==> src/core/icl_defines.svh <==
// constants for the interlock teach and safety controller
`ifndef ICL_DEFINES_SVH
`define ICL_DEFINES_SVH
// ***********************************************
// time base
// ***********************************************
`define ICL_CLK_MHZ 25
`define ICL_TICK_US 1000
`define ICL_TICK_CYCLES (`ICL_TICK_US * `ICL_CLK_MHZ)
`define ICL_TICKS_PER_S (1000000 / `ICL_TICK_US)
// ***********************************************
// sequence times
// ***********************************************
`define ICL_TEACH_HOLD_S 10
`define ICL_PWR_OFF_MIN 5
`define ICL_INHIBIT_MIN 10
`define ICL_WARN_MIN 30
`define ICL_TEACH_HOLD_TICKS (`ICL_TEACH_HOLD_S * `ICL_TICKS_PER_S)
`define ICL_PWR_OFF_TICKS (`ICL_PWR_OFF_MIN * 60 * `ICL_TICKS_PER_S)
`define ICL_INHIBIT_TICKS (`ICL_INHIBIT_MIN * 60 * `ICL_TICKS_PER_S)
`define ICL_WARN_TICKS (`ICL_WARN_MIN * 60 * `ICL_TICKS_PER_S)
// ***********************************************
// blink and flash timing, in ticks
// ***********************************************
`define ICL_SLOW_PERIOD 11'h3E8
`define ICL_SLOW_ON 11'h1F4
`define ICL_FAST_PERIOD 11'h14D
`define ICL_FAST_ON 11'h032
`define ICL_FLASH_HALF 11'h0FA
`define ICL_FLASH_GAP 11'h5DC
// ***********************************************
// register map
// ***********************************************
`define ICL_REG_CTRL 2'h0
`define ICL_REG_STATUS 2'h1
`define ICL_CTRL_RESET 1'h1
`define ICL_TMR_W 21
`define ICL_IN_W 13
`endif

==> src/core/icl_pkg.sv <==
// types of the interlock teach and safety controller
package icl_pkg;
  typedef enum logic [2:0] {
    ICL_BOOT,
    ICL_RUN,
    ICL_TEACH,
    ICL_TEACH_REQ,
    ICL_ABORT,
    ICL_ACTIVATE,
    ICL_INHIBIT
  } icl_state_e;
  typedef logic [2:0] icl_code_t;
endpackage : icl_pkg

==> src/core/icl_core_if.sv <==
// tick and synchronised inputs shared by the controller modules
`timescale 1ns/10ps
`include "icl_defines.svh"
interface icl_core_if;
  logic tick;
  logic [`ICL_IN_W-1:0] raw;
  logic [`ICL_IN_W-1:0] ins;
  modport tb (output tick);
  modport sy (input raw, output ins);
  modport core (input tick, ins, output raw);
endinterface : icl_core_if

==> src/core/icl_ctrl.sv <==
// interlock teach-in sequencing, safety outputs, diagnostics and leds
// Overview of operation
// - teach start: power off, fault on, 1 Hz
// - after 10 s, 3 Hz bursts ask power-off
// - no power-off in 5 min: abort, code 5
// - learned code activates on next detection
// - single variant pairs once, refuses reteach
// - multi variant reteaches, new code replaces old
// - multi variant: ten minute output inhibit
// - power led blinks through inhibit and detection
// - power loss restarts the inhibit from zero
// - unlock turns both outputs off at once
// - lock with actuator present re-enables outputs
// - warning drops main diagnostic, outputs stay on
// - warning held 30 minutes shuts outputs off
// - shutdown clears by door reopen or power cycle
// - internal faults disable outputs immediately
// - control input faults reported, a and b differing also unlocks
// - warning clears when its cause disappears
// - power, status and fault indicators driven
// - fault codes one to seven as pulse counts
//
// Design decisions made here: the strobed register port and the placing of the registers.
`timescale 1ns/10ps
`include "icl_defines.svh"
module icl_ctrl import icl_pkg::*; #(
  parameter int unsigned TICK_CYCLES = `ICL_TICK_CYCLES,
  parameter int unsigned HOLD_TICKS = `ICL_TEACH_HOLD_TICKS,
  parameter int unsigned PWR_OFF_TICKS = `ICL_PWR_OFF_TICKS,
  parameter int unsigned INHIBIT_TICKS = `ICL_INHIBIT_TICKS,
  parameter int unsigned WARN_TICKS = `ICL_WARN_TICKS
) (
  input wire logic core_clk_i, // 25 MHz clock
  input wire logic nrst_i, // async reset, active low
  input wire logic [1:0] reg_addr_i, // register address
  input wire logic [31:0] reg_wdata_i, // write data
  input wire logic reg_wr_i, // write strobe
  input wire logic reg_rd_i, // read strobe
  output logic [31:0] reg_rdata_o, // read data, cycle after strobe
  input wire logic ctrl_in_a_i, // lock command channel a
  input wire logic ctrl_in_b_i, // lock command channel b
  input wire logic ctrl_in_c_i, // electronic release request
  input wire logic single_teach_variant_i, // one-time pairing build
  input wire logic multi_teach_variant_i, // reteachable build
  input wire logic act_present_i, // actuator in detection range
  input wire logic act_known_i, // actuator code equals stored code
  input wire logic det_fault_i, // actuator detection fault
  input wire logic ch_a_fault_i, // output channel a fault
  input wire logic ch_b_fault_i, // output channel b fault
  input wire logic xshort_i, // cross-short between outputs
  input wire logic overtemp_i, // internal temperature too high
  input wire logic internal_fault_i, // fault compromising safe function
  input wire logic nv_teach_pend_i, // stored: code learned, not active
  input wire logic nv_inhibit_pend_i, // stored: inhibit was running
  input wire logic nv_paired_i, // stored: single variant paired
  output logic nv_teach_pend_o, // store learned-code pending flag
  output logic nv_inhibit_pend_o, // store inhibit-running flag
  output logic nv_paired_o, // store permanent pairing
  output logic code_learn_o, // pulse: latch the present code
  output logic code_commit_o, // pulse: activate learned code
  output logic safety_out_a_o, // safety output channel a
  output logic safety_out_b_o, // safety output channel b
  output logic diag_status_first_o, // diagnostic output 1
  output logic diag_status_second_o, // diagnostic output 2
  output logic led_power_o, // green indicator
  output logic led_status_o, // yellow indicator
  output logic led_fault_o // red indicator
);
  // ***********************************************
  // reset release and shared plumbing
  // ***********************************************
  logic rst_q1, rst_n;
  always_ff @(posedge core_clk_i or negedge nrst_i) begin
    if (!nrst_i) begin
      rst_q1 <= 1'b0;
      rst_n <= 1'b0;
    end else begin
      rst_q1 <= 1'b1;
      rst_n <= rst_q1;
    end
  end

  icl_core_if cif ();
  icl_timebase #(.TICK_CYCLES(TICK_CYCLES)) u_tb (
    .clk_i(core_clk_i),
    .rst_n_i(rst_n),
    .bus(cif.tb)
  );
  icl_sync u_sync (
    .clk_i(core_clk_i),
    .rst_n_i(rst_n),
    .bus(cif.sy)
  );
  assign cif.raw = {ctrl_in_a_i, ctrl_in_b_i, ctrl_in_c_i, single_teach_variant_i,
                    multi_teach_variant_i, act_present_i, act_known_i, det_fault_i,
                    ch_a_fault_i, ch_b_fault_i, xshort_i, overtemp_i, internal_fault_i};
  logic in_a, in_b, in_c, var_single, var_multi, present, known;
  logic det_f, cha_f, chb_f, xs_f, temp_f, int_f;
  assign {in_a, in_b, in_c, var_single, var_multi, present, known,
          det_f, cha_f, chb_f, xs_f, temp_f, int_f} = cif.ins;
  wire tick = cif.tick;

  // ***********************************************
  // register port
  // ***********************************************
  logic teach_en;
  icl_state_e state;
  icl_code_t code;
  logic warn, shut, safe_on;
  always_ff @(posedge core_clk_i or negedge rst_n) begin
    if (!rst_n) begin
      teach_en <= `ICL_CTRL_RESET;
    end else if (reg_wr_i && reg_addr_i == `ICL_REG_CTRL) begin
      teach_en <= reg_wdata_i[0];
    end
  end
  always_ff @(posedge core_clk_i or negedge rst_n) begin
    if (!rst_n) begin
      reg_rdata_o <= 32'h0;
    end else if (reg_rd_i && reg_addr_i == `ICL_REG_CTRL) begin
      reg_rdata_o <= {31'h0, teach_en};
    end else if (reg_rd_i && reg_addr_i == `ICL_REG_STATUS) begin
      reg_rdata_o <= {21'h0, safe_on, shut, warn, 1'h0, code, 1'h0, state};
    end else begin
      reg_rdata_o <= 32'h0;
    end
  end

  // ***********************************************
  // actuator arrival edge detection
  // ***********************************************
  logic boot_done, first_det;
  logic present_q;
  always_ff @(posedge core_clk_i or negedge rst_n) begin
    if (!rst_n) begin
      present_q <= 1'b0;
    end else begin
      present_q <= present;
    end
  end
  wire arrive = present & ~present_q;

  // ***********************************************
  // teach sequencer
  // ***********************************************
  logic [`ICL_TMR_W-1:0] tmr;
  logic act_fault;
  wire can_teach = teach_en & ~known & (var_multi | (var_single & ~nv_paired_o));
  always_ff @(posedge core_clk_i or negedge rst_n) begin
    if (!rst_n) begin
      state <= ICL_BOOT;
      tmr <= '0;
      first_det <= 1'b1;
      boot_done <= 1'b0;
      nv_teach_pend_o <= 1'b0;
      nv_inhibit_pend_o <= 1'b0;
      nv_paired_o <= 1'b0;
      code_learn_o <= 1'b0;
      code_commit_o <= 1'b0;
      act_fault <= 1'b0;
    end else begin
      code_learn_o <= 1'b0;
      code_commit_o <= 1'b0;
      if (tick) begin
        tmr <= tmr + `ICL_TMR_W'(1);
      end
      if (arrive) begin
        first_det <= 1'b0;
      end
      case (state)
        ICL_BOOT: begin
          boot_done <= 1'b1;
          if (boot_done) begin
            nv_teach_pend_o <= nv_teach_pend_i;
            nv_inhibit_pend_o <= nv_inhibit_pend_i;
            nv_paired_o <= nv_paired_i;
            tmr <= '0;
            if (nv_teach_pend_i) begin
              state <= ICL_ACTIVATE;
            end else if (nv_inhibit_pend_i) begin
              state <= ICL_INHIBIT;
            end else begin
              state <= ICL_RUN;
            end
          end
        end
        ICL_RUN: begin
          tmr <= '0;
          if (arrive && first_det && can_teach) begin
            state <= ICL_TEACH;
          end
        end
        ICL_TEACH: begin
          if (!present) begin
            state <= ICL_RUN;
          end else if (tmr >= `ICL_TMR_W'(HOLD_TICKS)) begin
            tmr <= '0;
            code_learn_o <= 1'b1;
            nv_teach_pend_o <= 1'b1;
            state <= ICL_TEACH_REQ;
          end
        end
        ICL_TEACH_REQ: begin
          if (tmr >= `ICL_TMR_W'(PWR_OFF_TICKS)) begin
            nv_teach_pend_o <= 1'b0;
            act_fault <= 1'b1;
            state <= ICL_ABORT;
          end
        end
        ICL_ABORT: begin
          state <= ICL_ABORT;
        end
        ICL_ACTIVATE: begin
          if (present) begin
            code_commit_o <= 1'b1;
            nv_teach_pend_o <= 1'b0;
            tmr <= '0;
            if (var_multi) begin
              nv_inhibit_pend_o <= 1'b1;
              state <= ICL_INHIBIT;
            end else begin
              nv_paired_o <= 1'b1;
              state <= ICL_RUN;
            end
          end
        end
        ICL_INHIBIT: begin
          if (tmr >= `ICL_TMR_W'(INHIBIT_TICKS) && present) begin
            nv_inhibit_pend_o <= 1'b0;
            state <= ICL_RUN;
          end
        end
        default: begin
          state <= ICL_BOOT;
        end
      endcase
    end
  end

  // ***********************************************
  // lock command and fault handling
  // ***********************************************
  logic locked, door_opened;
  logic [`ICL_TMR_W-1:0] wtmr;
  wire lock_cmd = in_a & in_b;
  wire ctrl_bad = in_a ^ in_b;
  wire noncrit = cha_f | chb_f | xs_f | temp_f;
  wire crit = int_f | det_f | act_fault;
  always_ff @(posedge core_clk_i or negedge rst_n) begin
    if (!rst_n) begin
      locked <= 1'b0;
    end else if (!lock_cmd || in_c) begin
      locked <= 1'b0;
    end else if (present) begin
      locked <= 1'b1;
    end
  end
  always_ff @(posedge core_clk_i or negedge rst_n) begin
    if (!rst_n) begin
      warn <= 1'b0;
      wtmr <= '0;
    end else if (!noncrit) begin
      warn <= 1'b0;
      wtmr <= '0;
    end else begin
      if (safe_on) begin
        warn <= 1'b1;
      end
      if (warn && tick && wtmr < `ICL_TMR_W'(WARN_TICKS)) begin
        wtmr <= wtmr + `ICL_TMR_W'(1);
      end
    end
  end
  always_ff @(posedge core_clk_i or negedge rst_n) begin
    if (!rst_n) begin
      shut <= 1'b0;
      door_opened <= 1'b0;
    end else if (warn && wtmr >= `ICL_TMR_W'(WARN_TICKS)) begin
      shut <= 1'b1;
      door_opened <= 1'b0;
    end else if (shut) begin
      if (!present) begin
        door_opened <= 1'b1;
      end else if (door_opened && !noncrit) begin
        shut <= 1'b0;
        door_opened <= 1'b0;
      end
    end
  end
  // ctrl_bad feeds only the fault code, never the enable
  wire next_safe = (state == ICL_RUN) & locked & present & known & ~shut & ~crit;
  always_ff @(posedge core_clk_i or negedge rst_n) begin
    if (!rst_n) begin
      safe_on <= 1'b0;
      safety_out_a_o <= 1'b0;
      safety_out_b_o <= 1'b0;
    end else begin
      safe_on <= next_safe;
      safety_out_a_o <= next_safe;
      safety_out_b_o <= next_safe;
    end
  end

  // ***********************************************
  // fault code selection
  // ***********************************************
  always_comb begin
    code = 3'h0;
    if (det_f) code = 3'h7;
    if (ctrl_bad) code = 3'h6;
    if (act_fault) code = 3'h5;
    if (temp_f) code = 3'h4;
    if (xs_f || (cha_f && chb_f)) code = 3'h3;
    else if (chb_f) code = 3'h2;
    else if (cha_f) code = 3'h1;
  end

  // ***********************************************
  // blink phases and flash-code generator
  // ***********************************************
  logic [10:0] ph_slow, ph_fast, ph_fl;
  logic [2:0] fl_cnt;
  logic fl_gap;
  always_ff @(posedge core_clk_i or negedge rst_n) begin
    if (!rst_n) begin
      ph_slow <= 11'h0;
      ph_fast <= 11'h0;
    end else if (tick) begin
      ph_slow <= (ph_slow == `ICL_SLOW_PERIOD - 11'h1) ? 11'h0 : ph_slow + 11'h1;
      ph_fast <= (ph_fast == `ICL_FAST_PERIOD - 11'h1) ? 11'h0 : ph_fast + 11'h1;
    end
  end
  wire slow_on = ph_slow < `ICL_SLOW_ON;
  wire fast_on = ph_fast < `ICL_FAST_ON;
  always_ff @(posedge core_clk_i or negedge rst_n) begin
    if (!rst_n) begin
      ph_fl <= 11'h0;
      fl_cnt <= 3'h0;
      fl_gap <= 1'b1;
    end else if (tick) begin
      ph_fl <= ph_fl + 11'h1;
      if (fl_gap) begin
        if (ph_fl >= `ICL_FLASH_GAP - 11'h1) begin
          ph_fl <= 11'h0;
          fl_cnt <= 3'h0;
          fl_gap <= (code == 3'h0);
        end
      end else if (ph_fl >= (`ICL_FLASH_HALF << 1) - 11'h1) begin
        ph_fl <= 11'h0;
        fl_cnt <= fl_cnt + 3'h1;
        if (fl_cnt + 3'h1 >= code) begin
          fl_gap <= 1'b1;
        end
      end
    end
  end
  wire flash = ~fl_gap & (ph_fl < `ICL_FLASH_HALF);

  // ***********************************************
  // indicators and diagnostic outputs
  // ***********************************************
  always_ff @(posedge core_clk_i or negedge rst_n) begin
    if (!rst_n) begin
      led_power_o <= 1'b0;
      led_status_o <= 1'b0;
      led_fault_o <= 1'b0;
      diag_status_first_o <= 1'b0;
      diag_status_second_o <= 1'b0;
    end else begin
      case (state)
        ICL_TEACH: begin
          led_power_o <= 1'b0;
          led_fault_o <= 1'b1;
          led_status_o <= slow_on;
        end
        ICL_TEACH_REQ: begin
          led_power_o <= 1'b0;
          led_fault_o <= 1'b1;
          led_status_o <= fast_on;
        end
        ICL_INHIBIT: begin
          led_power_o <= slow_on;
          led_fault_o <= 1'b0;
          led_status_o <= 1'b0;
        end
        default: begin
          led_power_o <= 1'b1;
          led_fault_o <= int_f | flash;
          led_status_o <= safe_on | (locked & slow_on);
        end
      endcase
      // these are status only, never safety decisions
      diag_status_first_o <= (safe_on | shut) & (state == ICL_RUN);
      diag_status_second_o <= (state == ICL_INHIBIT) |
                              (safe_on & ~warn & ~shut & ~crit);
    end
  end
endmodule : icl_ctrl

==> src/core/icl_sync.sv <==
// three-stage synchronisers for the pin inputs
`timescale 1ns/10ps
`include "icl_defines.svh"
module icl_sync (
  input wire logic clk_i, // core clock
  input wire logic rst_n_i, // synchronised reset
  icl_core_if.sy bus // raw in, clean out
);
  genvar i;
  generate
    for (i = 0; i < `ICL_IN_W; i++) begin : g_bit
      logic s1, s2, s3;
      always_ff @(posedge clk_i or negedge rst_n_i) begin
        if (!rst_n_i) begin
          s1 <= 1'b0;
          s2 <= 1'b0;
          s3 <= 1'b0;
          bus.ins[i] <= 1'b0;
        end else begin
          s1 <= bus.raw[i];
          s2 <= s1;
          s3 <= s2;
          // a change counts once the last two stages agree
          if (s2 == s3) begin
            bus.ins[i] <= s3;
          end
        end
      end
    end
  endgenerate
endmodule : icl_sync

==> src/core/icl_timebase.sv <==
// divider making the one-cycle time base tick
`timescale 1ns/10ps
`include "icl_defines.svh"
module icl_timebase #(
  parameter int unsigned TICK_CYCLES = `ICL_TICK_CYCLES
) (
  input wire logic clk_i, // core clock
  input wire logic rst_n_i, // synchronised reset
  icl_core_if.tb bus // tick out
);
  logic [31:0] cnt;
  always_ff @(posedge clk_i or negedge rst_n_i) begin
    if (!rst_n_i) begin
      cnt <= 32'h0;
      bus.tick <= 1'b0;
    end else if (cnt >= TICK_CYCLES - 1) begin
      cnt <= 32'h0;
      bus.tick <= 1'b1;
    end else begin
      cnt <= cnt + 32'h1;
      bus.tick <= 1'b0;
    end
  end
endmodule : icl_timebase

==> config.mk <==
export PLATFORM = sky130hd
export DESIGN_NAME = icl_ctrl
export DESIGN_NICKNAME = d
export VERILOG_FILES = /design/src/core/icl_pkg.sv /design/src/core/icl_core_if.sv /design/src/core/icl_ctrl.sv /design/src/core/icl_sync.sv /design/src/core/icl_timebase.sv
export VERILOG_INCLUDE_DIRS = /design/src /design/src/core
export SDC_FILE = /design/constraint.sdc
export NUM_CORES = 1
export LEC_CHECK = 0
export ABC_AREA = 1
export BUFFER_PORTS_ARGS = -buffer_cell sky130_fd_sc_hd__buf_2
export CAP_MARGIN = 10
export CORE_MARGIN = 4
export CORE_UTILIZATION = 35
export CTS_BUF_LIST = sky130_fd_sc_hd__clkbuf_8
export CTS_CLUSTER_SIZE = 16
export DETAILED_ROUTE_END_ITERATION = 10
export GPL_TIMING_DRIVEN = 0
export PLACE_DENSITY = 0.59
export SKIP_CTS_REPAIR_TIMING = 1
export SLEW_MARGIN = 20
export SYNTH_ARGS = -nofsm -noshare
export SYNTH_HDL_FRONTEND = slang
export SYNTH_SLANG_ARGS = --single-unit
==> constraint.sdc <==
create_clock -name core_clk_i -period 17.7 [get_ports core_clk_i]
set_input_delay 1.77 -clock core_clk_i [delete_from_list [all_inputs] [get_ports core_clk_i]]
set_output_delay 1.77 -clock core_clk_i [all_outputs]
set_load 0.02 [all_outputs]
; Word level (Yosys, flattened, before mapping)
; Cells that the tools add are included.
[totals]
memories = 0
mem_bits_rw = 0
regBits = 221
romBits = 0
latch_bits = 0
word_cells = 283
input_bits = 54
[op_classes]
reduce_logical = 32
n_eq_ne = 36
mux = 77
bitwise_logic = 34
addsub = 7
n_lt_le_gt_ge = 12
mul = 0
n_div = 0
shift = 0
[op_table]
columns = operator, n
row1 = 2-to-1 mux 21 bit, 7
row2 = case mux 21 bit (4 select lines), 1
row3 = 2-to-1 mux 11 bit, 6
row4 = 2-to-1 mux 32 bit, 2
row5 = 2-to-1 mux 3 bit, 20
row6 = "adder 21 x 1 -> 21 bit, second input constant", 2
row7 = 2-to-1 mux 1 bit, 34
row8 = "adder 11 x 1 -> 11 bit, second input constant", 3
row9 = "adder 32 x 1 -> 32 bit, second input constant", 1
row10 = "greater-or-equal comparator 32 x 15 -> 1 bit, second input constant", 1
row11 = "greater-or-equal comparator 21 x 14 -> 1 bit, second input constant", 1
row12 = "greater-or-equal comparator 21 x 19 -> 1 bit, second input constant", 1
row13 = "greater-or-equal comparator 21 x 20 -> 1 bit, second input constant", 1
row14 = "greater-or-equal comparator 21 bit, second input constant", 1
row15 = "less-than comparator 21 bit, second input constant", 1
row16 = case mux 3 bit (7 select lines), 1
row17 = AND 1 bit, 16
row18 = "inequality test 2 bit, second input constant", 7
row19 = equality test 1 bit, 13
row20 = AND reduction 6 bit, 2
row21 = "equality test 11 x 10 -> 1 bit, second input constant", 1
row22 = "equality test 11 x 9 -> 1 bit, second input constant", 1
row23 = "greater-or-equal comparator 11 bit, second input constant", 1
row24 = "greater-or-equal comparator 11 x 9 -> 1 bit, second input constant", 1
row25 = other kinds (30), 73

; Logic depth before layout (Yosys ltp)
[depth]
word_depth = 11
depth_mapped = 14

; By module
; From an unflattened synthesis, not the netlist that was laid out.
[hier_totals]
hier_cells = 1135
hier_area_um2 = 9651.8
[modules_own_cells]
columns = module, cells_each, instances, area_per_inst_um2, seq_area_each_um2
row1 = icl_ctrl, 881, 1, 6751.5, 2831.5
row2 = icl_sync, 104, 1, 1512.7, 1301.2
row3 = icl_timebase, 150, 1, 1387.6, 825.8

; Worst setup path after synthesis
; No wires, ideal clock.
[synth_timing]
path_kind = flip-flop to output port
start = register, netlist name safe_on
end = output port safety_out_b_o
path_slack_ns = 15.293
path_stages_with_launch = 2
n_path_buf = 1
arrival_ns = 0.637
cell_sequence = dfrtp_1 -> buf_4
[synth_lines]
columns = element, line_no
row1 = "end, declared", icl_ctrl.sv:62  ; output logic safety_out_b_o,

==> qor.yml <==
synth_area_um2: 9500
via_count: 6964
avgViaCountPerCell: 4.56
maxCapViolCount: 0
synth-seq-cells: 198
drive_above_1_share_pct: 14.6
grt_usage_pct: 13.3
drt_iter0_markers: 484
synth-compound-area-share_pct: 5.35
wire_per_inst_um: 12.7
min_period_ns: 3.02
skew_ns: 0.0187
cts_made_buffers: 17
tightest_slew_ns: 0.659
finalPower_w: 0.00107
path_max_fanout: 4
slew_violations: 0
ys_seq_area_share_pct: 52.2
fillCellCount: 2662
hpwl_mm: 14.4
crit_arrival_ns: 1.25
yosysMostFrequentCell: "nand2_1"
hold_class: "reg2async"
fmax_ghz: 0.331
grt_remaining_overflow: 0
die_w_um: 173
num_rows: 60
finalNetCount: 1242
clockBufferDepth: 2
firstDrtPassIters: 5
cellPowerDensity_nw_per_um2: 98.4
placed_area_um2: 10400
synthMuxAreaShare_pct: 0
diodes: 0
synth_top_area_share_pct: 51.4
required_ns: 15.93
synth_top_area_cell: "dfrtp_1"
grt_max_degree: 56
grt_pass1_wl_mm: 33.1
routed_wirelength_mm: 19.4
startpoint: "safe_on"
route.detailed.drc: 0
die_area_um2: 29800
hold_violations: 0
die_h_um: 173
synthArstFlopShare_pct: 100
postSynthAreaPerCell_um2: 8.88
yosys.area_share.simple_pct: 26.3
outcome: "finished, final reports clean"
ir_worst_vdd_mv: 0.0468
end_kind: "primary output"
fin_crit_sh_pct: 17.1
start_util_pct: 35.4
rsz0062_at_grt: "no"
r2r_start: "u_sync.bus.ins[12]"
p_leak_nw: 5.21
critical_path_class: "reg2out"
multi_input_area_um2: 3900
setup_tns_ns: 0
antenna_left: 0
grt_pass1_vias: 6883
syn2layout_area_growth_pct: 14.2
cts_tree: "done"
clk_latency_ns: 0.48
critPathLaunchType: "flip-flop"
coreArea_um2: 26800
setup_viol: 0
gp_congestion: 0.850
fin_area_um2: 10800
io_pins: 98
seq_area_um2: 4960
port_buffers: 43
clkTransAtPathRegs_ns: 0.12
antenna_found_initial: 0
synthAdderAreaFrac_pct: 3.22
slew_headroom_pct: 55.5
synthXorXnorAreaFrac_pct: 4.52
htreeDepth: 4
ys_types: 55
timing.hold.ws_ns: 0.244
synth-edff-count: 0
synth_top_family_by_area: "simple AND/OR/NAND/NOR gates"
synthTopCellsByArea: "dfrtp_1 51%, nand2_1 8.1%, nor2_1 5.4%"
synth_warnings: 0
synth_cells: 1069
synth_commonest_cells: "205 x nand2_1, 195 x dfrtp_1, 136 x nor2_1, 120 x inv_1, 79 x nand3_1"
cts.sinks: 198
ys_dominant_reg_cell: "dfrtp_1"
clockRootBuffer: "clkbuf_8"
==> critical path: stages (launching register included) <==
cell and delay (ns):
dfrtp_1 0.47, buf_4 0.16, buf_2 0.15
==> cell type report <==
class | count | share of cell area, %
buffer | 40 | 2.77
tap | 341 | 3.93
clock buffer | 17 | 2.16
timing repair buffer | 47 | 2.93
sequential | 198 | 45.8
clock inverter | 15 | 2.02
inverter | 128 | 4.48
multi-input combinational | 742 | 35.9
==> sequential cells by signal, summed over array words and instances, names as in the netlist, 3 cells and up <==
name,flops
u_sync.g_bit.s3,13
wtmr,21
u_sync.bus.ins,13
u_tb.cnt,32
u_sync.g_bit.s2,13
ph_fl,11
reg_rdata_o,9
ph_slow,11
u_sync.g_bit.s1,13
ph_fast,11
state,3
fl_cnt,3
tmr,21
==> cell families (layout without fill, tap and decap cells) <==
group | Yosys count | count (layout)
XOR/XNOR | 49 | 49
other | 2 | 41
buffers and inverters | 168 | 247
AO/OA/AOI/OAI | 90 | 90
flip-flops | 198 | 198
adder cells (fa/ha/maj) | 27 | 27
AND/OR/NAND/NOR | 535 | 535
==> where the power goes <==
part | internal (W) | switching [W] | leakage [nW]
sequential | 0.000492 | 0.0000356 | 2.52
clock | 0.000117 | 0.000201 | 0.222
combinational | 0.0000767 | 0.000146 | 2.47
==> placed cells by master (no fill, tap or decap), types with 6 or more instances in the layout <==
| cell type | instances |
|---|---|
| buf_4 | 26 |
| nand4_1 | 28 |
| buf_2 | 46 |
| o21ai_0 | 36 |
| conb_1 | 41 |
| inv_2 | 6 |
| nor3b_1 | 8 |
| nor2_2 | 14 |
| nor3_1 | 23 |
| maj3_1 | 13 |
| inv_1 | 120 |
| clkbuf_8 | 17 |
| nand2_1 | 205 |
| xnor2_1 | 14 |
| inv_12 | 7 |
| nand2_2 | 9 |
| xor2_1 | 35 |
| nand3_1 | 79 |
| a21oi_1 | 29 |
| ha_1 | 14 |
| nor2_1 | 136 |
| dfrtp_1 | 194 |
==> routing by layer <==
metal  part of all wire [%]  GRT usage (%)  up-vias
li1                       -              -     3586
met1                     48           17.8     3246
met2                     47           21.9      101
met3                    3.3           2.78       31
met4                    1.6           3.89        0
met5                      0              0        -
==> through the flow <==
step / utilization [%] / worst slack (ns) / instances
3_3_place_gp: 38.4 / 9.48 / 1492
6_report: 40.5 / 14.68 / 1528
4_1_cts: 40.5 / 14.64 / 1528
3_5_place_dp: 38.8 / 14.86 / 1496
5_1_grt: 40.5 / 14.62 / 1528
2_1_floorplan: - / 11.78 / 1108
==> final timing paths <==
path                                      endpoint  slack (ns)  depth (start not counted)
min in group core_clk_i         u_sync.g_bit[8].s2        0.35                          0
max in group asynchronous                first_det       16.29                          3
worst max register to register              fl_gap       15.59                         14
worst min-delay path                      ph_fl[5]        0.24                          0
worst min register to register            ph_fl[5]        0.24                          0
worst max-delay path                safety_out_b_o       14.68                          2
(Power assumes the default switching activity.)
